===== src/can_tx_flags_pkg.sv =====
package can_tx_flags_pkg;
	// register indices: the printed offsets are not multiples of four,
	// so the byte address on the bus is four times the index
	localparam int unsigned ADDR_W          = 6;
	localparam logic [5:0]  IDX_TX_FLAG     = 6'h06;
	localparam logic [5:0]  IDX_TX_IRQ_EN   = 6'h07;
	localparam logic [5:0]  IDX_ABORT_REQ   = 6'h08;
	localparam logic [5:0]  IDX_ABORT_ACK   = 6'h09;
	localparam logic [5:0]  IDX_CTRL        = 6'h0A;
	localparam logic [5:0]  IDX_IRQ_STATUS  = 6'h0B;
	localparam logic [5:0]  IDX_IRQ_MASK    = 6'h0C;
	localparam int unsigned NUM_SLOTS       = 3;
	localparam logic [2:0]  FLAG_RESET      = 3'h7;
	localparam logic [2:0]  IRQ_EN_RESET    = 3'h0;
	localparam logic [2:0]  ZERO3           = 3'h0;
	// control register bit positions
	localparam int unsigned CTRL_INIT_REQ   = 0;
	localparam int unsigned CTRL_LISTEN     = 1;
	localparam int unsigned CTRL_INIT_ACK   = 2;
	// slot-access guard states
	typedef enum logic [1:0] {
		SLOT_FREE   = 2'b01,
		SLOT_QUEUED = 2'b10
	} slot_state_t;
endpackage


===== src/can_tx_slot.sv =====
`timescale 1ns/100ps
`default_nettype none
// one transmit slot: empty flag, abort request and abort acknowledge
module can_tx_slot
	import can_tx_flags_pkg::*;
(
	input  wire logic CLOCK,
	input  wire logic ARST_N,
	input  wire logic in_init,
	input  wire logic listen,
	input  wire logic clear_wr,
	input  wire logic abort_wr,
	input  wire logic sent_ok,
	input  wire logic aborted,
	input  wire logic tx_started,
	input  wire logic tx_failed,
	output logic      empty,
	output logic      abort_req,
	output logic      abort_ack,
	output logic      abort_grant,
	output logic      tx_start
);
	slot_state_t state_reg;
	slot_state_t state_next;
	logic        req_reg;
	logic        ack_reg;
	wire         do_clear = clear_wr && !listen && (state_reg == SLOT_QUEUED ? 1'b0 : 1'b1);
	wire         set_evt  = (state_reg == SLOT_QUEUED) && (sent_ok || abort_grant);
	// grant only before start or after a failed attempt
	assign abort_grant = req_reg && aborted && (!tx_started || tx_failed);
	assign empty       = (state_reg == SLOT_FREE);
	assign abort_req   = req_reg;
	assign abort_ack   = ack_reg;
	assign tx_start    = (state_reg == SLOT_QUEUED) && !listen;

	always_comb begin
		state_next = state_reg;
		unique case (state_reg)
			SLOT_FREE: if (do_clear) state_next = SLOT_QUEUED;
			SLOT_QUEUED: if (set_evt) state_next = SLOT_FREE;
			default: state_next = SLOT_FREE;
		endcase
	end

	always_ff @(posedge CLOCK or negedge ARST_N) begin
		if (!ARST_N) begin
			state_reg <= SLOT_FREE;
			req_reg   <= 1'b0;
			ack_reg   <= 1'b0;
		end else if (in_init) begin
			state_reg <= SLOT_FREE;
			req_reg   <= 1'b0;
			ack_reg   <= 1'b0;
		end else begin
			state_reg <= state_next;
			// setting the flag drops the request, even if written now
			req_reg   <= set_evt ? 1'b0 : (req_reg || (abort_wr && state_reg == SLOT_QUEUED));
			ack_reg   <= do_clear ? 1'b0 : (ack_reg || abort_grant);
		end
	end
endmodule
`default_nettype wire


===== src/can_tx_buffer_flags.sv =====
`timescale 1ns/100ps
`default_nettype none
// What this block does
// - bits 7..3 of flag and enable registers read zero, ignore writes
// - init mode holds flag and enable registers at reset, ignoring writes
// - writing one to an empty flag clears it; zero leaves it
// - empty flag reads one when slot free, zero when queued
// - successful send sets the slot's empty flag
// - successful abort sets the slot's empty flag
// - interrupt stays high while an empty flag and its enable are one
// - clearing an empty flag clears the slot's abort acknowledge
// - setting an empty flag clears the slot's abort request
// - listen mode: flags cannot be cleared, no transmission starts
// - queued slot blocks buffer reads and writes
// - abort granted only before start or after failed transmission
module can_tx_buffer_flags
	import can_tx_flags_pkg::*;
#(
	parameter int unsigned SLOTS = NUM_SLOTS
)(
	input  wire logic               CLOCK,
	input  wire logic               ARST_N,
	input  wire logic [ADDR_W-1:0]  AVS_ADDRESS,
	input  wire logic               AVS_READ,
	input  wire logic               AVS_WRITE,
	input  wire logic [31:0]        AVS_WRITEDATA,
	input  wire logic [3:0]         AVS_BYTEENABLE,
	output logic      [31:0]        AVS_READDATA,
	output logic                    AVS_WAITREQUEST,
	output logic      [1:0]         AVS_RESPONSE,
	input  wire logic [SLOTS-1:0]   TX_SENT_OK,
	input  wire logic [SLOTS-1:0]   TX_ABORTED,
	input  wire logic [SLOTS-1:0]   TX_STARTED,
	input  wire logic [SLOTS-1:0]   TX_FAILED,
	input  wire logic [SLOTS-1:0]   BUF_ACCESS,
	output logic      [SLOTS-1:0]   BUF_BLOCKED,
	output logic      [SLOTS-1:0]   TX_START,
	output logic                    TX_EMPTY_IRQ,
	output logic                    IRQ
);
	logic [SLOTS-1:0] irq_en_reg;
	logic [2:0]       ctrl_reg;
	logic [1:0]       sts_reg;
	logic [1:0]       mask_reg;
	logic             ack_reg;
	logic [31:0]      rdata_reg;
	logic [1:0]       resp_reg;
	logic [SLOTS-1:0] empty;
	logic [SLOTS-1:0] abort_req;
	logic [SLOTS-1:0] abort_ack;
	logic [SLOTS-1:0] abort_grant;
	logic [SLOTS-1:0] empty_d_reg;

	// one wait state: the answer is registered, request held until ack
	wire       req      = (AVS_READ || AVS_WRITE) && !ack_reg;
	// a write lands on the edge where waitrequest is seen low, not before
	wire       wr_go    = AVS_WRITE && ack_reg && AVS_BYTEENABLE[0];
	wire       init_req = ctrl_reg[CTRL_INIT_REQ];
	wire       listen   = ctrl_reg[CTRL_LISTEN];
	// acknowledge follows request after one cycle
	wire       in_init  = init_req && ctrl_reg[CTRL_INIT_ACK];
	wire       wr_ok    = wr_go && !init_req && !ctrl_reg[CTRL_INIT_ACK];
	wire       hit_flag = AVS_ADDRESS == IDX_TX_FLAG;
	wire       hit_ien  = AVS_ADDRESS == IDX_TX_IRQ_EN;
	wire       hit_areq = AVS_ADDRESS == IDX_ABORT_REQ;
	wire       hit_aack = AVS_ADDRESS == IDX_ABORT_ACK;
	wire       hit_ctrl = AVS_ADDRESS == IDX_CTRL;
	wire       hit_sts  = AVS_ADDRESS == IDX_IRQ_STATUS;
	wire       hit_mask = AVS_ADDRESS == IDX_IRQ_MASK;
	wire       mapped   = hit_flag | hit_ien | hit_areq | hit_aack | hit_ctrl | hit_sts | hit_mask;
	wire [SLOTS-1:0] clear_wr = (wr_ok && hit_flag) ? AVS_WRITEDATA[SLOTS-1:0] : '0;
	wire [SLOTS-1:0] abort_wr = (wr_ok && hit_areq) ? AVS_WRITEDATA[SLOTS-1:0] : '0;
	wire [SLOTS-1:0] txe_irq  = empty & irq_en_reg;
	wire             sent_evt = |(TX_SENT_OK & ~empty);
	wire             abrt_evt = |abort_grant;
	wire [1:0]       evt      = {abrt_evt, sent_evt};
	wire [7:0]       rd_byte  =
		hit_flag ? {5'h00, empty} :
		hit_ien  ? {5'h00, irq_en_reg} :
		hit_areq ? {5'h00, abort_req} :
		hit_aack ? {5'h00, abort_ack} :
		hit_ctrl ? {5'h00, ctrl_reg} :
		hit_sts  ? {6'h00, sts_reg} :
		hit_mask ? {6'h00, mask_reg} : 8'h00;

	genvar g;
	generate
		for (g = 0; g < SLOTS; g++) begin : gen_slot
			can_tx_slot u_slot (
				.CLOCK      (CLOCK),
				.ARST_N     (ARST_N),
				.in_init    (in_init),
				.listen     (listen),
				.clear_wr   (clear_wr[g]),
				.abort_wr   (abort_wr[g]),
				.sent_ok    (TX_SENT_OK[g]),
				.aborted    (TX_ABORTED[g]),
				.tx_started (TX_STARTED[g]),
				.tx_failed  (TX_FAILED[g]),
				.empty      (empty[g]),
				.abort_req  (abort_req[g]),
				.abort_ack  (abort_ack[g]),
				.abort_grant(abort_grant[g]),
				.tx_start   (TX_START[g])
			);
		end
	endgenerate

	assign BUF_BLOCKED     = BUF_ACCESS & ~empty;
	assign TX_EMPTY_IRQ    = |txe_irq;
	assign IRQ             = |(sts_reg & mask_reg);
	assign AVS_WAITREQUEST = req;
	assign AVS_READDATA    = rdata_reg;
	assign AVS_RESPONSE    = resp_reg;

	always_ff @(posedge CLOCK or negedge ARST_N) begin
		if (!ARST_N) begin
			ack_reg   <= 1'b0;
			rdata_reg <= 32'h0000_0000;
			resp_reg  <= 2'h0;
		end else begin
			ack_reg   <= req;
			rdata_reg <= (req && AVS_READ) ? {24'h00_0000, rd_byte} : 32'h0000_0000;
			resp_reg  <= (req && !mapped) ? 2'h2 : 2'h0;
		end
	end

	always_ff @(posedge CLOCK or negedge ARST_N) begin
		if (!ARST_N) begin
			irq_en_reg <= IRQ_EN_RESET;
		end else if (in_init) begin
			irq_en_reg <= IRQ_EN_RESET;
		end else if (wr_ok && hit_ien) begin
			irq_en_reg <= AVS_WRITEDATA[SLOTS-1:0];
		end
	end

	// init ack follows the request with one cycle of lag
	always_ff @(posedge CLOCK or negedge ARST_N) begin
		if (!ARST_N) begin
			ctrl_reg <= ZERO3;
		end else begin
			if (wr_go && hit_ctrl) begin
				ctrl_reg[CTRL_INIT_REQ] <= AVS_WRITEDATA[CTRL_INIT_REQ];
				ctrl_reg[CTRL_LISTEN]   <= AVS_WRITEDATA[CTRL_LISTEN];
			end
			ctrl_reg[CTRL_INIT_ACK] <= init_req;
		end
	end

	// sticky status: set wins over write-one-to-clear
	always_ff @(posedge CLOCK or negedge ARST_N) begin
		if (!ARST_N) begin
			sts_reg  <= 2'h0;
			mask_reg <= 2'h0;
		end else begin
			sts_reg <= evt | (sts_reg & ~((wr_go && hit_sts) ? AVS_WRITEDATA[1:0] : 2'h0));
			if (wr_go && hit_mask)
				mask_reg <= AVS_WRITEDATA[1:0];
		end
	end

	always_ff @(posedge CLOCK or negedge ARST_N) begin
		if (!ARST_N)
			empty_d_reg <= FLAG_RESET;
		else
			empty_d_reg <= empty;
	end
endmodule
`default_nettype wire


===== config.mk =====
export PLATFORM = sky130hd
export DESIGN_NAME = can_tx_buffer_flags
export DESIGN_NICKNAME = d
export VERILOG_FILES = /design/src/can_tx_flags_pkg.sv /design/src/can_tx_slot.sv /design/src/can_tx_buffer_flags.sv
export SDC_FILE = /design/constraint.sdc
export NUM_CORES = 1
export LEC_CHECK = 0
export ABC_AREA = 1
export BUFFER_PORTS_ARGS = -buffer_cell sky130_fd_sc_hd__buf_4
export CORE_MARGIN = 1.5
export CORE_UTILIZATION = 48
export CTS_CLUSTER_DIAMETER = 50
export CTS_CLUSTER_SIZE = 16
export DETAILED_ROUTE_END_ITERATION = 8
export GPL_TIMING_DRIVEN = 0
export PLACE_DENSITY = 0.88
export SYNTH_ARGS = -nofsm -noshare
export SYNTH_HDL_FRONTEND = slang
export SYNTH_SLANG_ARGS = --single-unit

===== constraint.sdc =====
create_clock -name CLOCK -period 2.2 [get_ports CLOCK]
set_input_delay 0.22 -clock CLOCK [delete_from_list [all_inputs] [get_ports CLOCK]]
set_output_delay 0.22 -clock CLOCK [all_outputs]
set_load 0.05 [all_outputs]

==> results of run 1 <==
-- logic make-up after synthesis --
group | synth area share, %
other cells | 0.205
compound gates | 13.1
buf+inv | 23.6
simple gates | 26.0
flops | 37.1
-- synth_stat cells, types with 5 or more instances --
| master | count | area (sq um) |
|---|---|---|
| nand4_1 | 8 | 50.1 |
| dfrtp_1 | 24 | 601 |
| o21ai_1 | 5 | 25.0 |
| nor2_1 | 24 | 90.1 |
| nand2_1 | 36 | 135 |
| inv_1 | 45 | 169 |
| a21oi_1 | 10 | 50.1 |
| o21ai_0 | 6 | 30.0 |
| buf_4 | 33 | 248 |
| nand3_1 | 7 | 35.0 |
-- worst paths after layout --
check / endpoint / start / depth (start not counted)
max in group asynchronous: gen_slot[1].u_slot.state_reg[0]$_DFFE_PN1P_ / ARST_N / 2
min: irq_en_reg[2]$_DFFE_PN0P_ / AVS_WRITEDATA[2] / 3
max: TX_EMPTY_IRQ / gen_slot[0].u_slot.state_reg[0]$_DFFE_PN1P_ / 5
max reg2reg: gen_slot[2].u_slot.state_reg[0]$_DFFE_PN1P_ / ctrl_reg[0]$_DFFE_PN0P_ / 6
min in group asynchronous: irq_en_reg[2]$_DFFE_PN0P_ / ARST_N / 2
min reg2reg: ack_reg$_DFF_PN0_ / ack_reg$_DFF_PN0_ / 1
-- power groups by stage --
| stage | clock [uW] | combinational (uW) | sequential, uW |
|---|---|---|---|
| after floorplan | 0 | 252 | 548 |
| after global placement | 0 | 346 | 541 |
| after detailed placement | 0 | 349 | 542 |
| after CTS | 289 | 352 | 532 |
| after global routing | 308 | 376 | 535 |
| final | 283 | 352 | 533 |
-- repair_timing --
item | CTS | global route
hold endpoints to repair | 24 | 0
hold buffers | 1 | 0
setup buffers | 0 | 0
-- area by class of cell --
class,count,share of cell area [%]
Inverter,49,7.83
Clock buffer,4,1.91
Buffer,33,10.5
Timing Repair Buffer,42,13.4
Multi-Input combinational cell,160,35.0
Tap cell,48,2.54
Sequential cell,27,28.7
-- routing by layer --
| metal | up-vias | track usage (%) | wire length, microns |
|---|---|---|---|
| met4 | 0 | 7.45 | 69 |
| met5 | - | 0 | 0 |
| met3 | 7 | 3.13 | 295 |
| met2 | 67 | 32.3 | 1900 |
| met1 | 754 | 25.4 | 1670 |
| li1 | 849 | - | - |
-- through the flow --
step	hold slack (ns)	cell area, sq um	total power, uW
floorplan	-0.0756	1940	799
global placement	0.152	2310	887
detailed placement	0.153	2310	891
CTS	0.191	2360	1170
global route	0.205	2360	1220
finish	0.199	2360	1170
-- worst max-delay path, delay by kind of cell, from the launching register on --
family	cells	cell delay, ns
AO/OA/AOI/OAI	1	0.20
buffers and inverters	3	0.41
AND/OR/NAND/NOR	1	0.27
flip-flops	1	0.53
==> flow_summary.yaml, run 1 <==
die:
  die_x_microns: 64.8
  core_sq_mm: 0.00366
  ios: 104
  row_count: 22
  fp.dieArea_sq_mm: 0.00420
  initial_core_util_pct: 50.0
  die_y_microns: 64.8
pwr:
  pwr-share-comb_pct: 30.1
  p_int_uw: 760
  power.leakage_uw: 0.00136
  p_switching_uw: 408
  pwr-share-clk_pct: 24.3
  powerDensity_mw_per_mm2: 494
  netSwitchingFraction_pct: 34.9
  seqPwrFrac_pct: 45.6
  ir_drop_uv: 328
routing:
  routedWlPerCell_microns: 10.8
  wirelength_microns: 3930
  via_count: 1677
  vias_per_cell: 4.62
  ant_nets: 0
  route.detailed.drc: 0
  drt-initial-drc-count: 87
  drt_pre_antenna_iters: 4
critical_path:
  path_common_cell: "inv_1"
  start_kind: "register"
  required_ns: 1.98
  end_kind: "output port"
  cp_slowest_stage_delay_ns: 0.53
  crit_fanout: 4
  crit_arrival_ns: 1.68
  critPathKind: "reg2out"
  path_cells: "inv_1, nor2_1, inv_1, o221ai_1, buf_4"
  slowest_stage: "dfstp_2"
  rrSetupSlack_ns: 0.77
place:
  dpl_worst_slack_ns: 0.637
  dp_hpwl_microns: 3210
  portBuffers: 41
  placedCellCount: 358
  place_congestion: 0.878
yosys:
  syn_inst: 240
  synthArstFlopShare_pct: 100
  synth_cell_type_count: 36
  synth_warnings: 0
  syn_avg_cell_area_sq_um: 7.63
  synth-edff-count: 0
  seq_area_frac_synth_pct: 37.1
  synth_seq_cells: 27
  syn_area_sq_mm: 0.00183
  synth_ff_type: "dfrtp_1"
timing:
  setup_viol: 0
  fmax_ghz: 0.527
  fin_setup_tns_ns: 0
  final-hold-violation-count: 0
  finalCritPeriodShare_pct: 86.3
  setup_slack_ns: 0.301
  period_minus_slack_ns: 1.90
  rsz0062_at_grt: "false"
  fin_skew_ns: 0.00701
  maxSlewViolCount: 0
job:
  drv_cap: 0
layout:
  multi_input_area_sq_um: 828
  area_delta_synth_final_pct: 29.0
  finalCoreUtilization_pct: 64.6
  fillCellCount: 338
  final_cell_mix: "74 x buf_4, 45 x inv_1, 36 x nand2_1"
  nNetsFinal: 377
  ff_latch_area_sq_um: 679
  drive_gt1_share_pct: 31.4
  layout_commonest_cell: "buf_4"
  diodes: 0
  final-instance-count-excl-fill: 363
  largest_register_ffs: 6
clocking:
  path_clk_slew_ns: 0.09
  clockRootBuffer: "clkbuf_8"
  cts_tree: "built"
  clock_latency_ns: 0.28
  clock_path_buffers: 2
  cts_max_level: 1
  clock_sinks: 27
  cts_made_buffers: 3
  post_cts_resized: 0
grt:
  grt_max_degree: 28
  antenna_found_initial: 0
  first_global_vias: 1487
  grt_overflow: 0
  track_usage_pct: 19.5
  grt_first_pass_wirelength_microns: 6420
status:
  status: "finished, final reports clean"
hold_path:
  hold_class: "in2reg"
(Power assumes the default switching activity.)
==> run 2: changes to the inputs <==
- SETUP_SLACK_MARGIN: default -> 0.4
==> run 2 against run 1 <==
Against the previous run: sequential power is essentially flat; cell area grew 0.95%; critical endpoint unchanged; highest routed layer unchanged; sequential share of layout area shrank 0.27 points; sequential cell count is the same; clock skew shrank 0.0032 ns; critical path type unchanged; worst setup slack gained 0.20 ns; maximum frequency grew 12%; clock power is essentially flat; core utilization grew 0.62 points; power grew 0.51%.
==> flow_summary.yaml, run 2 (same netlist as run 1, synthesis figures left out) <==
clocking:
  cts_tree: "built"
  cts_max_level: 1
  cts_made_buffers: 3
  clock_latency_ns: 0.27
  post_cts_buffers: 0
  clockRootBuffer: "clkbuf_8"
  path_clk_slew_ns: 0.09
  clock_path_buffers: 2
  clock_sinks: 27
place:
  placed_cell_area_sq_mm: 0.00231
  place_congestion: 0.865
  portBuffers: 41
  dp_hpwl_microns: 3200
pwr:
  pwr-share-clk_pct: 24.1
  netSwitchingFraction_pct: 35.0
  ir_drop_uv: 317
  powerDensity_mw_per_mm2: 492
  p_int_uw: 764
  power.leakage_uw: 0.00136
  pwr-share-comb_pct: 30.5
  power_uw: 1170
  seqPwrFrac_pct: 45.4
  p_switching_uw: 411
routing:
  drt_pre_antenna_iters: 4
  vias_per_cell: 4.66
  route.met2.wl_microns: 1900
  wl_met1_microns: 1800
  routedWlPerCell_microns: 11.0
  routed.top_layer: "met4"
  route.met3.wl_microns: 242
  via_count: 1693
  route.detailed.drc: 0
  wirelength_microns: 4010
  ant_nets: 0
  drt-initial-drc-count: 80
layout:
  finalCoreUtilization_pct: 65.2
  final_area_sq_mm: 0.00239
  final_cell_mix: "73 x buf_4, 45 x inv_1, 36 x nand2_1"
  area_delta_synth_final_pct: 30.3
  largest_register_ffs: 6
  ff_latch_area_sq_um: 679
  nNetsFinal: 377
  diodes: 0
  fillCellCount: 351
  layout_commonest_cell: "buf_4"
  drive_gt1_share_pct: 32.7
  multi_input_area_sq_um: 847
critical_path:
  r2r.worst_path.cells: 6
  crit_fanout: 3
  crit_arrival_ns: 1.48
  path_common_cell: "inv_1"
  start_kind: "register"
  critPathKind: "reg2out"
  slowest_stage: "dfstp_2"
  crit_family: "flip-flops"
  cp_slowest_stage_delay_ns: 0.52
  cp.depth: 5
  path_cells: "inv_1, nor2_2, inv_1, o221ai_2, buf_6"
  end_kind: "output port"
  path_buf_inv: 3
  required_ns: 1.98
timing:
  fin_setup_tns_ns: 0
  maxSlewViolCount: 0
  period_minus_slack_ns: 1.70
  final-hold-violation-count: 0
  fin_skew_ns: 0.00376
  fmax_ghz: 0.588
  setup_viol: 0
  finalCritPeriodShare_pct: 77.3
  rsz0062_at_grt: "false"
hold_path:
  hold_depth: 3
  hold_class: "in2reg"
die:
  initial_core_util_pct: 50.0
  fp.dieArea_sq_mm: 0.00420
  row_count: 22
  die_y_microns: 64.8
  core_sq_mm: 0.00366
  ios: 104
  die_x_microns: 64.8
grt:
  track_usage_pct: 19.8
  grt_max_degree: 28
  antenna_found_initial: 0
  first_global_vias: 1455
  grt_first_pass_wirelength_microns: 6500
  grt_overflow: 0
status:
  status: "finished, final reports clean"
job:
  drv_cap: 0
-- run 2: worst paths after layout --
path,slack [ns],from,endpoint
setup / recovery,0.50,gen_slot[2].u_slot.state_reg[0]$_DFFE_PN1P_,TX_EMPTY_IRQ
hold / removal,0.21,AVS_WRITEDATA[2],irq_en_reg[2]$_DFFE_PN0P_
min in group asynchronous,0.39,ARST_N,irq_en_reg[1]$_DFFE_PN0P_
setup reg to reg,0.71,ctrl_reg[0]$_DFFE_PN0P_,gen_slot[2].u_slot.state_reg[0]$_DFFE_PN1P_
max in group asynchronous,1.50,ARST_N,gen_slot[1].u_slot.state_reg[0]$_DFFE_PN1P_
hold reg to reg,0.45,ack_reg$_DFF_PN0_,ack_reg$_DFF_PN0_
-- run 2: repair_timing --
item,in CTS,in global routing
hold endpoints to repair,24,0
endpoints found under the setup margin,1,1
resized for setup,2,3
cloned,0,0
hold buffers,1,0
-- run 2: final cells by class --
type / count / area share (%)
plain buffers: 33 / 10.4
well taps: 48 / 2.52
clock buffers: 4 / 1.89
repair buffers: 42 / 13.5
flip-flops and latches: 27 / 28.5
multi-input cells: 160 / 35.5
inverters: 49 / 7.76
-- run 2: metal layers --
metal | track usage (%) | vias to the layer above
li1 | - | 851
met2 | 31.8 | 62
met4 | 6.65 | 0
met5 | 0 | -
met3 | 2.60 | 8
met1 | 27.4 | 772
-- run 2: power by group through the flow --
stage / sequential (uW) / combinational [uW] / clock (uW)
5_1_grt: 536 / 382 / 312
4_1_cts: 533 / 354 / 286
2_1_floorplan: 548 / 253 / 0
6_report: 533 / 358 / 283
3_3_place_gp: 541 / 347 / 0
3_5_place_dp: 542 / 352 / 0
-- run 2: stage by stage --
step           hold slack (ns)  std cells  setup slack, ns
6_report                 0.209        363            0.498
5_1_grt                  0.205        363            0.413
4_1_cts                  0.201        363            0.423
3_5_place_dp             0.154        358            0.656
3_3_place_gp             0.151        358            0.643
2_1_floorplan          -0.0756        269            0.406
-- run 2: tightest hold or removal path: cells and delay by family --
family,cells,cell delay (ns)
buffers and inverters,1,0.10
AOI/OAI and AO/OA,1,0.05
and+or+nand+nor,1,0.07
==> run 3: changes to the inputs <==
- CORE_UTILIZATION: 48 -> 44
- PLACE_DENSITY: 0.88 -> 0.82
- clock period: 2.2 -> 1.65 ns (I/O delays scaled with it)
==> run 3 against run 2 <==
Against the previous run: cell area up 14%; worst hold slack worse by 0.066 ns; combinational power up 57%; sequential share of layout area down 3.3 points; core utilization up 2.6 points; worst setup slack worse by 0.37 ns; clock-buffer cell count down 1; routed wire length up 24%; critical path type unchanged; critical endpoint unchanged.
==> flow_summary.yaml, run 3 (same netlist as run 1, synthesis figures left out) <==
critical_path:
  start_kind: "register"
  path_buf_inv: 3
  crit_family: "flip-flops"
  cp_slowest_stage_delay_ns: 0.53
  r2r.worst_path.cells: 8
  r2r_start: "gen_slot[0].u_slot.state_reg[0]$_DFFE_PN1P_"
  slowest_stage: "dfstp_2"
  crit_fanout: 2
  crit_arrival_ns: 1.36
  critPathKind: "reg2out"
  end_kind: "output port"
  r2r-end: "gen_slot[0].u_slot.state_reg[0]$_DFFE_PN1P_"
  path_cells: "inv_2, nor2_4, inv_2, o221ai_4, buf_6"
  required_ns: 1.48
  path_common_cell: "inv_2"
  rrSetupSlack_ns: 0.32
die:
  row_count: 23
  die_y_microns: 67.5
  initial_core_util_pct: 45.8
  core_sq_mm: 0.00400
  ios: 104
  die_x_microns: 67.5
  fp.dieArea_sq_mm: 0.00456
pwr:
  pwr-share-comb_pct: 33.7
  powerDensity_mw_per_mm2: 614
  p_int_uw: 1060
  power_uw: 1670
  pwr-share-clk_pct: 23.1
  power.leakage_uw: 0.00148
  ir_drop_uv: 341
  netSwitchingFraction_pct: 36.2
  p_switching_uw: 603
  seqPwrFrac_pct: 43.2
timing:
  period_minus_slack_ns: 1.53
  setup_slack_ns: 0.125
  finalCritPeriodShare_pct: 92.4
  rsz0062_at_grt: "true"
  fin_setup_tns_ns: 0
  setup_viol: 0
  final-hold-violation-count: 0
  holdWs_ns: 0.143
  fmax_ghz: 0.656
  fin_skew_ns: 0.00210
  maxSlewViolCount: 0
clocking:
  path_clk_slew_ns: 0.09
  cts_max_level: 1
  clock_latency_ns: 0.27
  clock_sinks: 27
  clockRootBuffer: "clkbuf_8"
  cts_made_buffers: 3
  clock_path_buffers: 2
  cts_tree: "built"
hold_path:
  min_to: "irq_en_reg[2]$_DFFE_PN0P_"
  hold_depth: 3
  hold_class: "in2reg"
  hold_start: "AVS_WRITEDATA[2]"
grt:
  track_usage_pct: 21.1
  grt_max_degree: 28
  first_global_vias: 1609
  grt_overflow: 0
  antenna_found_initial: 0
  grt_first_pass_wirelength_microns: 7200
layout:
  area_delta_synth_final_pct: 48.0
  largest_register_ffs: 6
  nNetsFinal: 396
  diodes: 0
  final_cell_mix: "79 x buf_4, 38 x inv_1, 31 x nand2_1"
  fillCellCount: 316
  drive_gt1_share_pct: 44.6
  layout_commonest_cell: "buf_4"
  final_area_sq_mm: 0.00271
place:
  place_congestion: 0.874
  placed_cell_area_sq_mm: 0.00235
  dp_hpwl_microns: 3300
  dpl_worst_slack_ns: 0.142
  portBuffers: 41
routing:
  route.detailed.drc: 0
  routedWlPerCell_microns: 13.0
  drt_pre_antenna_iters: 4
  vias_per_cell: 4.78
  wirelength_microns: 4980
  ant_nets: 0
  via_count: 1835
  drt-initial-drc-count: 90
job:
  drv_cap: 0
status:
  status: "finished, final reports clean"
run 3: per-stage QoR:
| stage | cells | util (%) |
|---|---|---|
| 6_report | 384 | 67.8 |
| 5_1_grt | 384 | 67.8 |
| 4_1_cts | 382 | 65.4 |
| 3_5_place_dp | 360 | 58.9 |
| 3_3_place_gp | 360 | 58.9 |
| 2_1_floorplan | 269 | - |
run 3: repair_timing:
| action | CTS | global route |
|---|---|---|
| setup endpoints to repair | 21 | 24 |
| hold buffers | 1 | 0 |
| pin swaps | 10 | 9 |
| resized for setup | 25 | 24 |
| endpoints found under the hold margin | 24 | 0 |
| buffers inserted | 17 | 2 |
run 3: power groups by stage:
stage	logic [uW]	registers [uW]	clock network, uW
floorplan	347	732	0
global placement	475	723	0
detailed placement	480	725	0
CTS	524	712	384
global route	594	722	419
finish	562	719	384
run 3: how the worst max path moves through the flow:
stage	start	to	slack [ns]	cells past startpoint
floorplan	gen_slot[0].u_slot.state_reg[0]$_DFFE_PN1P_	TX_EMPTY_IRQ	0.38	4
global placement	gen_slot[1].u_slot.state_reg[0]$_DFFE_PN1P_	TX_EMPTY_IRQ	0.13	5
detailed placement	gen_slot[1].u_slot.state_reg[0]$_DFFE_PN1P_	TX_EMPTY_IRQ	0.14	5
CTS	gen_slot[0].u_slot.state_reg[0]$_DFFE_PN1P_	TX_EMPTY_IRQ	0.11	5
global route	gen_slot[0].u_slot.state_reg[0]$_DFFE_PN1P_	TX_EMPTY_IRQ	0.05	5
finish	gen_slot[0].u_slot.state_reg[0]$_DFFE_PN1P_	TX_EMPTY_IRQ	0.12	5
run 3: layer usage:
layer	track usage [%]	up-vias	wire (microns)
met5	0	-	0
met4	8.93	0	124
met3	3.33	14	326
met2	36.4	84	2590
met1	26.0	840	1930
li1	-	897	-
run 3: worst reg2reg max path, delay by kind of cell (launching register included):
family | cells | cell delay, ns
AOI/OAI and AO/OA | 1 | 0.15
buffers and inverters | 5 | 0.39
DFF | 1 | 0.53
and+or+nand+nor | 2 | 0.21
run 3: layout make-up:
class | instances | area [sq um] | area share [%]
repair buffers | 61 | 520 | 19.2
inverters | 49 | 185 | 6.83
multi-input cells | 160 | 967 | 35.7
flip-flops and latches | 27 | 682 | 25.1
clock buffers | 3 | 41.3 | 1.52
clock inverters | 1 | 5.00 | 0.185
plain buffers | 33 | 248 | 9.14
well taps | 50 | 62.6 | 2.31
